## src/core/sagc_consts.vh

```
`ifndef SAGC_CONSTS_VH
`define SAGC_CONSTS_VH

// Register offsets
`define SAGC_ADDR_W              7
`define SAGC_OFF_LEFT_CTRL_A     7'h1a
`define SAGC_OFF_LEFT_CTRL_B     7'h1b
`define SAGC_OFF_LEFT_CTRL_C     7'h1c
`define SAGC_OFF_RIGHT_CTRL_A    7'h1d
`define SAGC_OFF_RIGHT_CTRL_B    7'h1e
`define SAGC_OFF_RIGHT_CTRL_C    7'h1f
`define SAGC_OFF_LEFT_GAIN       7'h20

// Reset values
`define SAGC_RST_CTRL_A          8'h00
`define SAGC_RST_CTRL_B          8'hfe
`define SAGC_RST_CTRL_C          8'h00
`define SAGC_RST_GAIN            8'h00
`define SAGC_RD_UNMAPPED         8'h00

// Control A fields
`define SAGC_A_ENABLE            7
`define SAGC_A_TARGET_HI         6
`define SAGC_A_TARGET_LO         4
`define SAGC_A_ATTACK_HI         3
`define SAGC_A_ATTACK_LO         2
`define SAGC_A_DECAY_HI          1
`define SAGC_A_DECAY_LO          0

// Control B fields
`define SAGC_B_MAXG_HI           7
`define SAGC_B_MAXG_LO           1

// Control C fields
`define SAGC_C_HYST_HI           7
`define SAGC_C_HYST_LO           6
`define SAGC_C_THR_HI            5
`define SAGC_C_THR_LO            1
`define SAGC_C_CLIP              0

// Decoded values, half-dB units for target and max gain, whole dB for threshold
`define SAGC_TGT_0               6'h0b
`define SAGC_TGT_1               6'h10
`define SAGC_TGT_2               6'h14
`define SAGC_TGT_3               6'h18
`define SAGC_TGT_4               6'h1c
`define SAGC_TGT_5               6'h22
`define SAGC_TGT_6               6'h28
`define SAGC_TGT_7               6'h30
`define SAGC_ATK_0               5'h08
`define SAGC_ATK_1               5'h0b
`define SAGC_ATK_2               5'h10
`define SAGC_ATK_3               5'h14
`define SAGC_DCY_0               9'h064
`define SAGC_DCY_1               9'h0c8
`define SAGC_DCY_2               9'h190
`define SAGC_DCY_3               9'h1f4
`define SAGC_MAXG_CAP            7'h77
`define SAGC_HYST_OFF_CODE       2'h3
`define SAGC_THR_BASE            7'h1c
`define SAGC_THR_OFF_CODE        5'h00

`endif

```

## src/core/sagc_regs.v

```verilog
// What this block does
// [RL1] Right AGC enable follows control A bit 7
// [RL2] Right target level decoded from three-bit code
// [RL3] Right attack time 8/11/16/20 ms
// [RL4] Right decay time 100/200/400/500 ms
// [RL5] Times valid only without double rate audio
// [RL6] Right max gain half-dB steps, capped 59.5
// [RL7] Host writes zero to max-gain low bit
// [RL8] Right hysteresis 1/2/3 dB or off
// [RL9] Right threshold code zero disables detection
// [RL10] Right threshold -30 dB falling 2 dB/code
// [RL11] Left threshold decoded same as right
// [RL12] Left clip stepping follows control C bit 0
// [RL13] Right clip stepping follows control C bit 0
// [RL14] Left applied gain readable, signed half-dB
// [RL15] Reset values: max gain all ones, rest zero
// [RL16] Left channel has own A/B fields
// [RL17] Left control C carries hysteresis field
// [RL18] Gain readback tracks applied gain continuously
`timescale 1ns/1ps
`default_nettype none
`include "sagc_consts.vh"

module sagc_chan_decode (
  // Clock and reset
  input  wire       ref_clk,
  input  wire       sys_rst,
  // Raw control registers
  input  wire [7:0] ctrl_a,
  input  wire [7:0] ctrl_b,
  input  wire [7:0] ctrl_c,
  // Decoded settings
  output reg        agc_enable,
  output reg  [5:0] target_half_db,
  output reg  [4:0] attack_ms,
  output reg  [8:0] decay_ms,
  output reg  [6:0] max_gain_half_db,
  output reg        hyst_enable,
  output reg  [1:0] hyst_db,
  output reg        detect_enable,
  output reg  [6:0] noise_thr_db,
  output reg        clip_step_enable
);

  wire [2:0] target_code;
  wire [1:0] attack_code;
  wire [1:0] decay_code;
  wire [6:0] max_gain_code;
  wire [1:0] hyst_code;
  wire [4:0] thr_code;
  reg  [5:0] target_next;
  reg  [4:0] attack_next;
  reg  [8:0] decay_next;
  reg  [6:0] max_gain_next;
  reg  [6:0] thr_next;

  assign target_code   = ctrl_a[`SAGC_A_TARGET_HI:`SAGC_A_TARGET_LO];
  assign attack_code   = ctrl_a[`SAGC_A_ATTACK_HI:`SAGC_A_ATTACK_LO];
  assign decay_code    = ctrl_a[`SAGC_A_DECAY_HI:`SAGC_A_DECAY_LO];
  assign max_gain_code = ctrl_b[`SAGC_B_MAXG_HI:`SAGC_B_MAXG_LO];
  assign hyst_code     = ctrl_c[`SAGC_C_HYST_HI:`SAGC_C_HYST_LO];
  assign thr_code      = ctrl_c[`SAGC_C_THR_HI:`SAGC_C_THR_LO];

  always @* begin
    case (target_code) // [RL2]
      3'h0:    target_next = `SAGC_TGT_0;
      3'h1:    target_next = `SAGC_TGT_1;
      3'h2:    target_next = `SAGC_TGT_2;
      3'h3:    target_next = `SAGC_TGT_3;
      3'h4:    target_next = `SAGC_TGT_4;
      3'h5:    target_next = `SAGC_TGT_5;
      3'h6:    target_next = `SAGC_TGT_6;
      default: target_next = `SAGC_TGT_7;
    endcase
  end

  always @* begin
    case (attack_code) // [RL3]
      2'h0:    attack_next = `SAGC_ATK_0;
      2'h1:    attack_next = `SAGC_ATK_1;
      2'h2:    attack_next = `SAGC_ATK_2;
      default: attack_next = `SAGC_ATK_3;
    endcase
  end

  always @* begin
    case (decay_code) // [RL4]
      2'h0:    decay_next = `SAGC_DCY_0;
      2'h1:    decay_next = `SAGC_DCY_1;
      2'h2:    decay_next = `SAGC_DCY_2;
      default: decay_next = `SAGC_DCY_3;
    endcase
  end

  always @* begin
    // Codes past the cap all mean 59.5 dB
    if (max_gain_code > `SAGC_MAXG_CAP) begin // [RL6]
      max_gain_next = `SAGC_MAXG_CAP;
    end else begin
      max_gain_next = max_gain_code;
    end
  end

  always @* begin
    // Code 1 gives 30 dB, each step adds 2 dB of depth
    if (thr_code == `SAGC_THR_OFF_CODE) begin // [RL9] [RL11]
      thr_next = 7'h00;
    end else begin
      thr_next = `SAGC_THR_BASE + {1'b0, thr_code, 1'b0}; // [RL10] [RL11]
    end
  end

  // Outputs registered one cycle after the raw fields
  always @(posedge ref_clk or posedge sys_rst) begin
    if (sys_rst) begin
      agc_enable       <= 1'b0;
      target_half_db   <= `SAGC_TGT_0;
      attack_ms        <= `SAGC_ATK_0;
      decay_ms         <= `SAGC_DCY_0;
      max_gain_half_db <= `SAGC_MAXG_CAP;
      hyst_enable      <= 1'b1;
      hyst_db          <= 2'h1;
      detect_enable    <= 1'b0;
      noise_thr_db     <= 7'h00;
      clip_step_enable <= 1'b0;
    end else begin
      agc_enable       <= ctrl_a[`SAGC_A_ENABLE]; // [RL1] [RL16]
      target_half_db   <= target_next;
      attack_ms        <= attack_next;
      decay_ms         <= decay_next;
      max_gain_half_db <= max_gain_next;
      hyst_enable      <= (hyst_code != `SAGC_HYST_OFF_CODE); // [RL8] [RL17]
      hyst_db          <= hyst_code + 2'h1;
      detect_enable    <= (thr_code != `SAGC_THR_OFF_CODE); // [RL9]
      noise_thr_db     <= thr_next;
      clip_step_enable <= ctrl_c[`SAGC_C_CLIP]; // [RL12] [RL13]
    end
  end

endmodule

module sagc_regs (
  // Clock and reset
  input  wire                    ref_clk,
  input  wire                    sys_rst,
  // Register port
  input  wire [`SAGC_ADDR_W-1:0] reg_addr,
  input  wire                    reg_wr_en,
  input  wire [7:0]              reg_wr_data,
  input  wire                    reg_rd_en,
  output reg  [7:0]              reg_rd_data,
  // Gain engine status
  input  wire [7:0]              left_applied_gain,
  input  wire                    double_rate_audio,
  // Timing validity
  output reg                     agc_times_valid,
  // Left channel settings
  output wire                    left_agc_enable,
  output wire [5:0]              left_target_half_db,
  output wire [4:0]              left_attack_ms,
  output wire [8:0]              left_decay_ms,
  output wire [6:0]              left_max_gain_half_db,
  output wire                    left_hyst_enable,
  output wire [1:0]              left_hyst_db,
  output wire                    left_detect_enable,
  output wire [6:0]              left_noise_thr_db,
  output wire                    left_clip_step_enable,
  // Right channel settings
  output wire                    right_agc_enable,
  output wire [5:0]              right_target_half_db,
  output wire [4:0]              right_attack_ms,
  output wire [8:0]              right_decay_ms,
  output wire [6:0]              right_max_gain_half_db,
  output wire                    right_hyst_enable,
  output wire [1:0]              right_hyst_db,
  output wire                    right_detect_enable,
  output wire [6:0]              right_noise_thr_db,
  output wire                    right_clip_step_enable
);

  reg [7:0] left_ctrl_a_reg;
  reg [7:0] left_ctrl_b_reg;
  reg [7:0] left_ctrl_c_reg;
  reg [7:0] right_ctrl_a_reg;
  reg [7:0] right_ctrl_b_reg;
  reg [7:0] right_ctrl_c_reg;
  reg [7:0] left_gain_reg;
  reg [7:0] rd_data_next;

  // Control registers; the max-gain low bit is stored as written,
  // host is expected to keep it zero [RL7]
  always @(posedge ref_clk or posedge sys_rst) begin
    if (sys_rst) begin
      left_ctrl_a_reg  <= `SAGC_RST_CTRL_A; // [RL15] [RL16]
      left_ctrl_b_reg  <= `SAGC_RST_CTRL_B; // [RL16]
      left_ctrl_c_reg  <= `SAGC_RST_CTRL_C;
      right_ctrl_a_reg <= `SAGC_RST_CTRL_A; // [RL15]
      right_ctrl_b_reg <= `SAGC_RST_CTRL_B; // [RL15]
      right_ctrl_c_reg <= `SAGC_RST_CTRL_C;
    end else if (reg_wr_en) begin
      case (reg_addr)
        `SAGC_OFF_LEFT_CTRL_A:  left_ctrl_a_reg  <= reg_wr_data;
        `SAGC_OFF_LEFT_CTRL_B:  left_ctrl_b_reg  <= reg_wr_data;
        `SAGC_OFF_LEFT_CTRL_C:  left_ctrl_c_reg  <= reg_wr_data;
        `SAGC_OFF_RIGHT_CTRL_A: right_ctrl_a_reg <= reg_wr_data;
        `SAGC_OFF_RIGHT_CTRL_B: right_ctrl_b_reg <= reg_wr_data;
        `SAGC_OFF_RIGHT_CTRL_C: right_ctrl_c_reg <= reg_wr_data;
        // Readback and unmapped addresses ignore writes
        default: left_ctrl_a_reg <= left_ctrl_a_reg;
      endcase
    end
  end

  // Gain source is on this clock, so no synchroniser
  always @(posedge ref_clk or posedge sys_rst) begin
    if (sys_rst) begin
      left_gain_reg <= `SAGC_RST_GAIN; // [RL15]
    end else begin
      left_gain_reg <= left_applied_gain; // [RL14] [RL18]
    end
  end

  // Times only hold at normal rate
  always @(posedge ref_clk or posedge sys_rst) begin
    if (sys_rst) begin
      agc_times_valid <= 1'b1;
    end else begin
      agc_times_valid <= ~double_rate_audio; // [RL5]
    end
  end

  always @* begin
    case (reg_addr)
      `SAGC_OFF_LEFT_CTRL_A:  rd_data_next = left_ctrl_a_reg;
      `SAGC_OFF_LEFT_CTRL_B:  rd_data_next = left_ctrl_b_reg;
      `SAGC_OFF_LEFT_CTRL_C:  rd_data_next = left_ctrl_c_reg;
      `SAGC_OFF_RIGHT_CTRL_A: rd_data_next = right_ctrl_a_reg;
      `SAGC_OFF_RIGHT_CTRL_B: rd_data_next = right_ctrl_b_reg;
      `SAGC_OFF_RIGHT_CTRL_C: rd_data_next = right_ctrl_c_reg;
      `SAGC_OFF_LEFT_GAIN:    rd_data_next = left_gain_reg; // [RL14]
      default:                rd_data_next = `SAGC_RD_UNMAPPED;
    endcase
  end

  // Read data holds until the next read strobe
  always @(posedge ref_clk or posedge sys_rst) begin
    if (sys_rst) begin
      reg_rd_data <= `SAGC_RD_UNMAPPED;
    end else if (reg_rd_en) begin
      reg_rd_data <= rd_data_next;
    end
  end

  sagc_chan_decode u_left (
    .ref_clk          (ref_clk),
    .sys_rst          (sys_rst),
    .ctrl_a           (left_ctrl_a_reg),
    .ctrl_b           (left_ctrl_b_reg),
    .ctrl_c           (left_ctrl_c_reg),
    .agc_enable       (left_agc_enable),
    .target_half_db   (left_target_half_db),
    .attack_ms        (left_attack_ms),
    .decay_ms         (left_decay_ms),
    .max_gain_half_db (left_max_gain_half_db),
    .hyst_enable      (left_hyst_enable),
    .hyst_db          (left_hyst_db),
    .detect_enable    (left_detect_enable),
    .noise_thr_db     (left_noise_thr_db),
    .clip_step_enable (left_clip_step_enable)
  );

  sagc_chan_decode u_right (
    .ref_clk          (ref_clk),
    .sys_rst          (sys_rst),
    .ctrl_a           (right_ctrl_a_reg),
    .ctrl_b           (right_ctrl_b_reg),
    .ctrl_c           (right_ctrl_c_reg),
    .agc_enable       (right_agc_enable),
    .target_half_db   (right_target_half_db),
    .attack_ms        (right_attack_ms),
    .decay_ms         (right_decay_ms),
    .max_gain_half_db (right_max_gain_half_db),
    .hyst_enable      (right_hyst_enable),
    .hyst_db          (right_hyst_db),
    .detect_enable    (right_detect_enable),
    .noise_thr_db     (right_noise_thr_db),
    .clip_step_enable (right_clip_step_enable)
  );

endmodule
`default_nettype wire

```

## config.mk

```make
export PLATFORM = sky130hd
export DESIGN_NAME = sagc_regs
export DESIGN_NICKNAME = d
export VERILOG_FILES = /design/src/core/sagc_regs.v
export VERILOG_INCLUDE_DIRS = /design/src /design/src/core
export SDC_FILE = /design/constraint.sdc
export NUM_CORES = 1
export LEC_CHECK = 0
export BUFFER_PORTS_ARGS = -buffer_cell sky130_fd_sc_hd__clkbuf_2
export CORE_ASPECT_RATIO = 1.1
export CORE_MARGIN = 5
export CORE_UTILIZATION = 54
export DETAILED_ROUTE_END_ITERATION = 10
export MAX_ROUTING_LAYER = met4
export PLACE_DENSITY = 0.81
export SKIP_LAST_GASP = 1
export SYNTH_ARGS = -nofsm -noshare
export SYNTH_HDL_FRONTEND = slang
export SYNTH_SLANG_ARGS = --single-unit
```

## constraint.sdc

```tcl
create_clock -name ref_clk -period 5.2 [get_ports ref_clk]
set_clock_uncertainty 0.1 [all_clocks]
set_input_delay 0.78 -clock ref_clk [delete_from_list [all_inputs] [get_ports ref_clk]]
set_output_delay 0.78 -clock ref_clk [all_outputs]
set_load 0.02 [all_outputs]
```

; ---- Yosys cells after proc, flatten, opt, wreduce, memory -nomap -nowiden
; Cells that the tools add are included.
[word_totals]
regBits = 145
latch_bits = 0
ram_bits = 0
rom_bits = 0
input_bits = 28
out_inout_bits = 89
elab_cells = 92
mem_count = 0
[classes]
add_sub_neg = 4
mul = 0
n_div = 0
order_cmp = 2
n_eq_ne = 29
shift = 0
muxes = 11
bitwise = 1
n_reduce_logical = 16
[op_table]
columns = operator, count
row1 = one-hot mux 6 bit (7 select lines), 2
row2 = one-hot mux 8 bit (7 select lines), 1
row3 = one-hot mux 9 bit (3 select lines), 2
row4 = "equality test 7 x 5 -> 1 bit, second input constant", 6
row5 = one-hot mux 5 bit (3 select lines), 2
row6 = 2-to-1 mux 7 bit, 4
row7 = "equality test 3 bit, second input constant", 6
row8 = "adder 5 x 6 -> 7 bit, first input constant", 2
row9 = "> comparator 7 bit, second input constant", 2
row10 = "equality test 3 x 2 -> 1 bit, second input constant", 4
row11 = AND reduction 2 bit, 6
row12 = zero test 5 bit, 2
row13 = nonzero test 5 bit, 2
row14 = "equality test 2 x 1 -> 1 bit, second input constant", 4
row15 = "equality test 2 bit, second input constant", 4
row16 = zero test 2 bit, 4
row17 = "equality test 7 x 6 -> 1 bit, second input constant", 1
row18 = "equality test 3 x 1 -> 1 bit, second input constant", 2
row19 = zero test 3 bit, 2
row20 = "adder 2 x 1 -> 2 bit, second input constant", 2
row21 = "!= test 2 bit, second input constant", 2
row22 = inverter 1 bit, 1

; ---- Depth between registers and ports, before layout
[logic_depth]
depth_word = 2
ltp_mapped = 7
mapped_depth_nobuf = 4

; ---- Hierarchy
; Synthesis repeated with hierarchy kept, for this count alone.
[hier_totals]
hier_cells = 395
area_unflattened_um2 = 5511.5
[modules_own_cells]
columns = module, instances, cells_per_inst, area_each_um2, seq_area_each_um2
row1 = sagc_regs, 1, 205, 2971.6, 1645.3
row2 = sagc_chan_decode, 2, 95, 1270.0, 868.3

; ---- Worst setup path before layout
; No wires, ideal clock.
[synth_path]
kind = input to register
from = input reg_addr[0]
to = register reg_rd_data[4]
setup_ns = 0.086
t_arrival_ns = 1.957
required_ns = 5.014
path_slack_ns = 3.057
path_stages = 5
path_buffers = 1
cell_sequence = buf_6 or4_4 nor3_4 a21boi_1 a32oi_1
[synth_between]
elab_chain_cells = 2
elab_cells_between_ends = 8
cone_classes = eq/ne: 7 / mux: 1
[synth_rtl]
columns = element, line
row1 = from (decl), sagc_regs.v:147  ; input wire [`SAGC_ADDR_W-1:0] reg_addr,
row2 = equality test 7 x 6 -> 1 bit or equality test 7 x 5 -> 1 bit (tied branches), sagc_regs.v:233  ; case (reg_addr)
row3 = one-hot mux 8 bit (7 select lines) (*), sagc_regs.v:233
row4 = to (signal assigned), sagc_regs.v:248  ; reg_rd_data <= `SAGC_RD_UNMAPPED;
row5 = to (signal assigned), sagc_regs.v:250  ; reg_rd_data <= rd_data_next;
row6 = to (decl), sagc_regs.v:151  ; output reg [7:0] reg_rd_data,
; Mark *: on every way between the ends. The rest lies on a longest branch, timed or not.
; A chain may end at the register's enable or synchronous reset.

; ---- Worst setup path in the final report
[layout_path]
from = input reg_addr[0]
to = register reg_rd_data[7]
; Same word-level chain as after synthesis.

==> flow_metrics.py <==
metrics = {
    "run_status": {
        "status": "completed",
    },
    "sta": {
        "max_slew_margin_pct": 49.85,
        "fmax_ghz": 0.4261,
        "rsz0062_at_grt": "false",
        "tightest_slew_ns": 0.7522,
        "fin_tns_setup_ns": 0,
        "maxSlewViolCount": 0,
        "finalSetupViolations": 0,
        "fin_crit_sh_pct": 45.13,
        "layout_min_cycle_time_ns": 2.347,
        "hold_viol": 0,
    },
    "global_route": {
        "grt_util_met2_pct": 34.99,
        "grt_busiest_layer": "met2",
        "grt_remaining_overflow": 0,
        "grt_pass1_wl_mm": 19.50,
        "grt_use_total_pct": 21.75,
        "use_met3_pct": 5.682,
        "grt_max_degree": 51,
        "grt_pass1_vias": 3731,
        "met1_usage_pct": 26.28,
        "antenna_found_initial": 0,
    },
    "synth": {
        "syn_area_mm2": 0.005478,
        "synth.distinct_cells": 60,
        "synth_seq_cells": 133,
        "ys.flop_type": "dfrtp_1",
        "ys_warn_count": 0,
        "synth_cells": 400,
        "synth_top_area_share_pct": 41.11,
        "seq_area_frac_synth_pct": 61.74,
        "yosys-top-cells-area": "dfrtp_1 41%, dfstp_2 21%, mux2_2 5.6%",
        "yosys.area.top_type": "dfrtp_1",
        "synth_edf_count": 0,
        "synthArstFlopShare_pct": 100.0,
        "postSynthAreaPerCell_um2": 13.69,
    },
    "setup_path": {
        "startpoint_type": "input port",
        "end_kind": "register",
        "r2r_setup_slack_ns": 3.43,
        "cp.arrival_ns": 2.62,
        "r2r-end": "reg_rd_data[6]",
        "required_ns": 5.47,
        "r2r-start": "right_ctrl_a_reg[6]",
        "crit_fanout": 33,
        "r2r_cells": 4,
        "worstSetupPathType": "input port to register",
    },
    "layout": {
        "final_core_util_pct": 67.02,
        "syn_to_final_growth_pct": 20.99,
        "finalNetCount": 543,
        "drive_gt1_share_pct": 44.55,
        "n_antenna_cell": 0,
        "most-common-layout-cells": "110 x clkbuf_2, 90 x dfrtp_1, 43 x dfstp_2",
        "final_common_cell": "clkbuf_2",
    },
    "placed_design": {
        "port_buffers": 110,
        "dp.final_hpwl_mm": 8.467,
        "place_congestion": 0.8578,
    },
    "route": {
        "drtIter0Drc": 209,
        "drtPass1Iterations": 5,
        "wl_mm": 11.98,
        "vias_per_cell": 5.416,
        "post_drt_wl_per_cell_um": 18.89,
        "drc": 0,
        "ant_nets": 0,
        "vias": 3434,
    },
    "clock_tree": {
        "cts_sinks": 133,
        "post_cts_resized": 0,
        "clkTransAtPathRegs_ns": 0.06,
        "cts_max_level": 4,
        "cts_inserted_buffers": 17,
        "clock_path_buffers": 2,
        "root_buffer": "clkbuf_8",
        "clk_latency_ns": 0.52,
        "holdBufCountCts": 0,
        "cts_tree": "built",
        "post_cts_buffers": 0,
    },
    "worst_hold_path": {
        "min_path_type": "input port to async pin",
    },
    "floorplan": {
        "die_h_um": 115.6,
        "core_area_mm2": 0.009889,
        "start_util_pct": 55.39,
        "ioPinCount": 117,
        "num_rows": 38,
        "die_x_um": 106.0,
        "die_area_mm2": 0.01226,
    },
    "power_and_ir_drop": {
        "power_density_mw_per_mm2": 417.4,
        "p_leak_nw": 3.353,
        "p_total_mw": 2.766,
        "ir_drop_v": 0.0002114,
    },
    "flow_run": {
        "cap_viol_max_count": 0,
    },
}
-- critical path, cell delays in order --
cell and delay, ns:
clkbuf_2 0.57, mux4_1 0.65, and3_1 0.20, a221oi_1 0.28
o22ai_1 0.14
-- worst max path at each step --
stage / start / endpoint / slack, ns / cells after the start
floorplan: sys_rst / left_ctrl_a_reg[0] / 0.84 / 1
global placement: reg_addr[0] / reg_rd_data[4] / 2.51 / 5
detailed placement: reg_addr[0] / reg_rd_data[2] / 2.41 / 5
CTS: reg_addr[0] / reg_rd_data[7] / 2.91 / 5
global route: reg_addr[0] / reg_rd_data[3] / 2.79 / 5
finish: reg_addr[0] / reg_rd_data[7] / 2.85 / 5
-- Yosys cell counts, drive strengths merged (3+ instances only) --
library cell and n:
dfstp 43, nor3 5, inv 35, mux4 5
nand3 8, xor2 4, a221oi 5, nor2 17
and2 4, dfrtp 90, and3 7, nor2b 8
a21boi 3, buf 19, xnor2 4, nand3b 5
o21ai 6, nand2b 11, nand2 6, ha 14
clkbuf 16, mux2 51, o22ai 5
-- per-stage QoR --
| step | cell area (µm²) | worst slack, ns | std cells | hold slack [ns] |
|---|---|---|---|---|
| floorplan | 5497 | 0.8368 | 405 | 0.2625 |
| global placement | 6021 | 2.508 | 602 | 0.2751 |
| detailed placement | 6021 | 2.414 | 602 | 0.2788 |
| CTS | 6628 | 2.914 | 634 | 0.1638 |
| global route | 6628 | 2.789 | 634 | 0.1944 |
| finish | 6628 | 2.853 | 634 | 0.1676 |
-- cell type report --
type	instances	area [µm²]
Sequential cell	133	3382
Fill cell	713	3262
Multi-Input combinational cell	202	1789
Timing Repair Buffer	112	565.5
Clock buffer	20	455.4
Clock inverter	12	151.4
Tap cell	120	150.1
Inverter	35	133.9
-- cell families after synthesis --
family | after synthesis | synth area share (%)
AOI/OAI and AO/OA | 33 | 4.774
xor gates and xnor gates | 8 | 1.279
adders and majority gates | 14 | 3.198
buffers and inverters | 70 | 5.939
DFF | 133 | 61.74
muxes | 58 | 13.11
other | 1 | 0.06846
and+or+nand+nor | 83 | 9.891
-- report_power, final --
part / switching (mW) / internal (mW)
clock: 0.436 / 0.768
combinational: 0.220 / 0.120
sequential: 0.0628 / 1.16
total: 0.719 / 2.05
-- routing by layer --
metal,up-vias,wire length [µm]
met1,1742,4881
li1,1548,-
met4,0,275
met5,-,0
met3,21,627
met2,123,6192
Note: power is estimated with default switching activity, not from simulation.
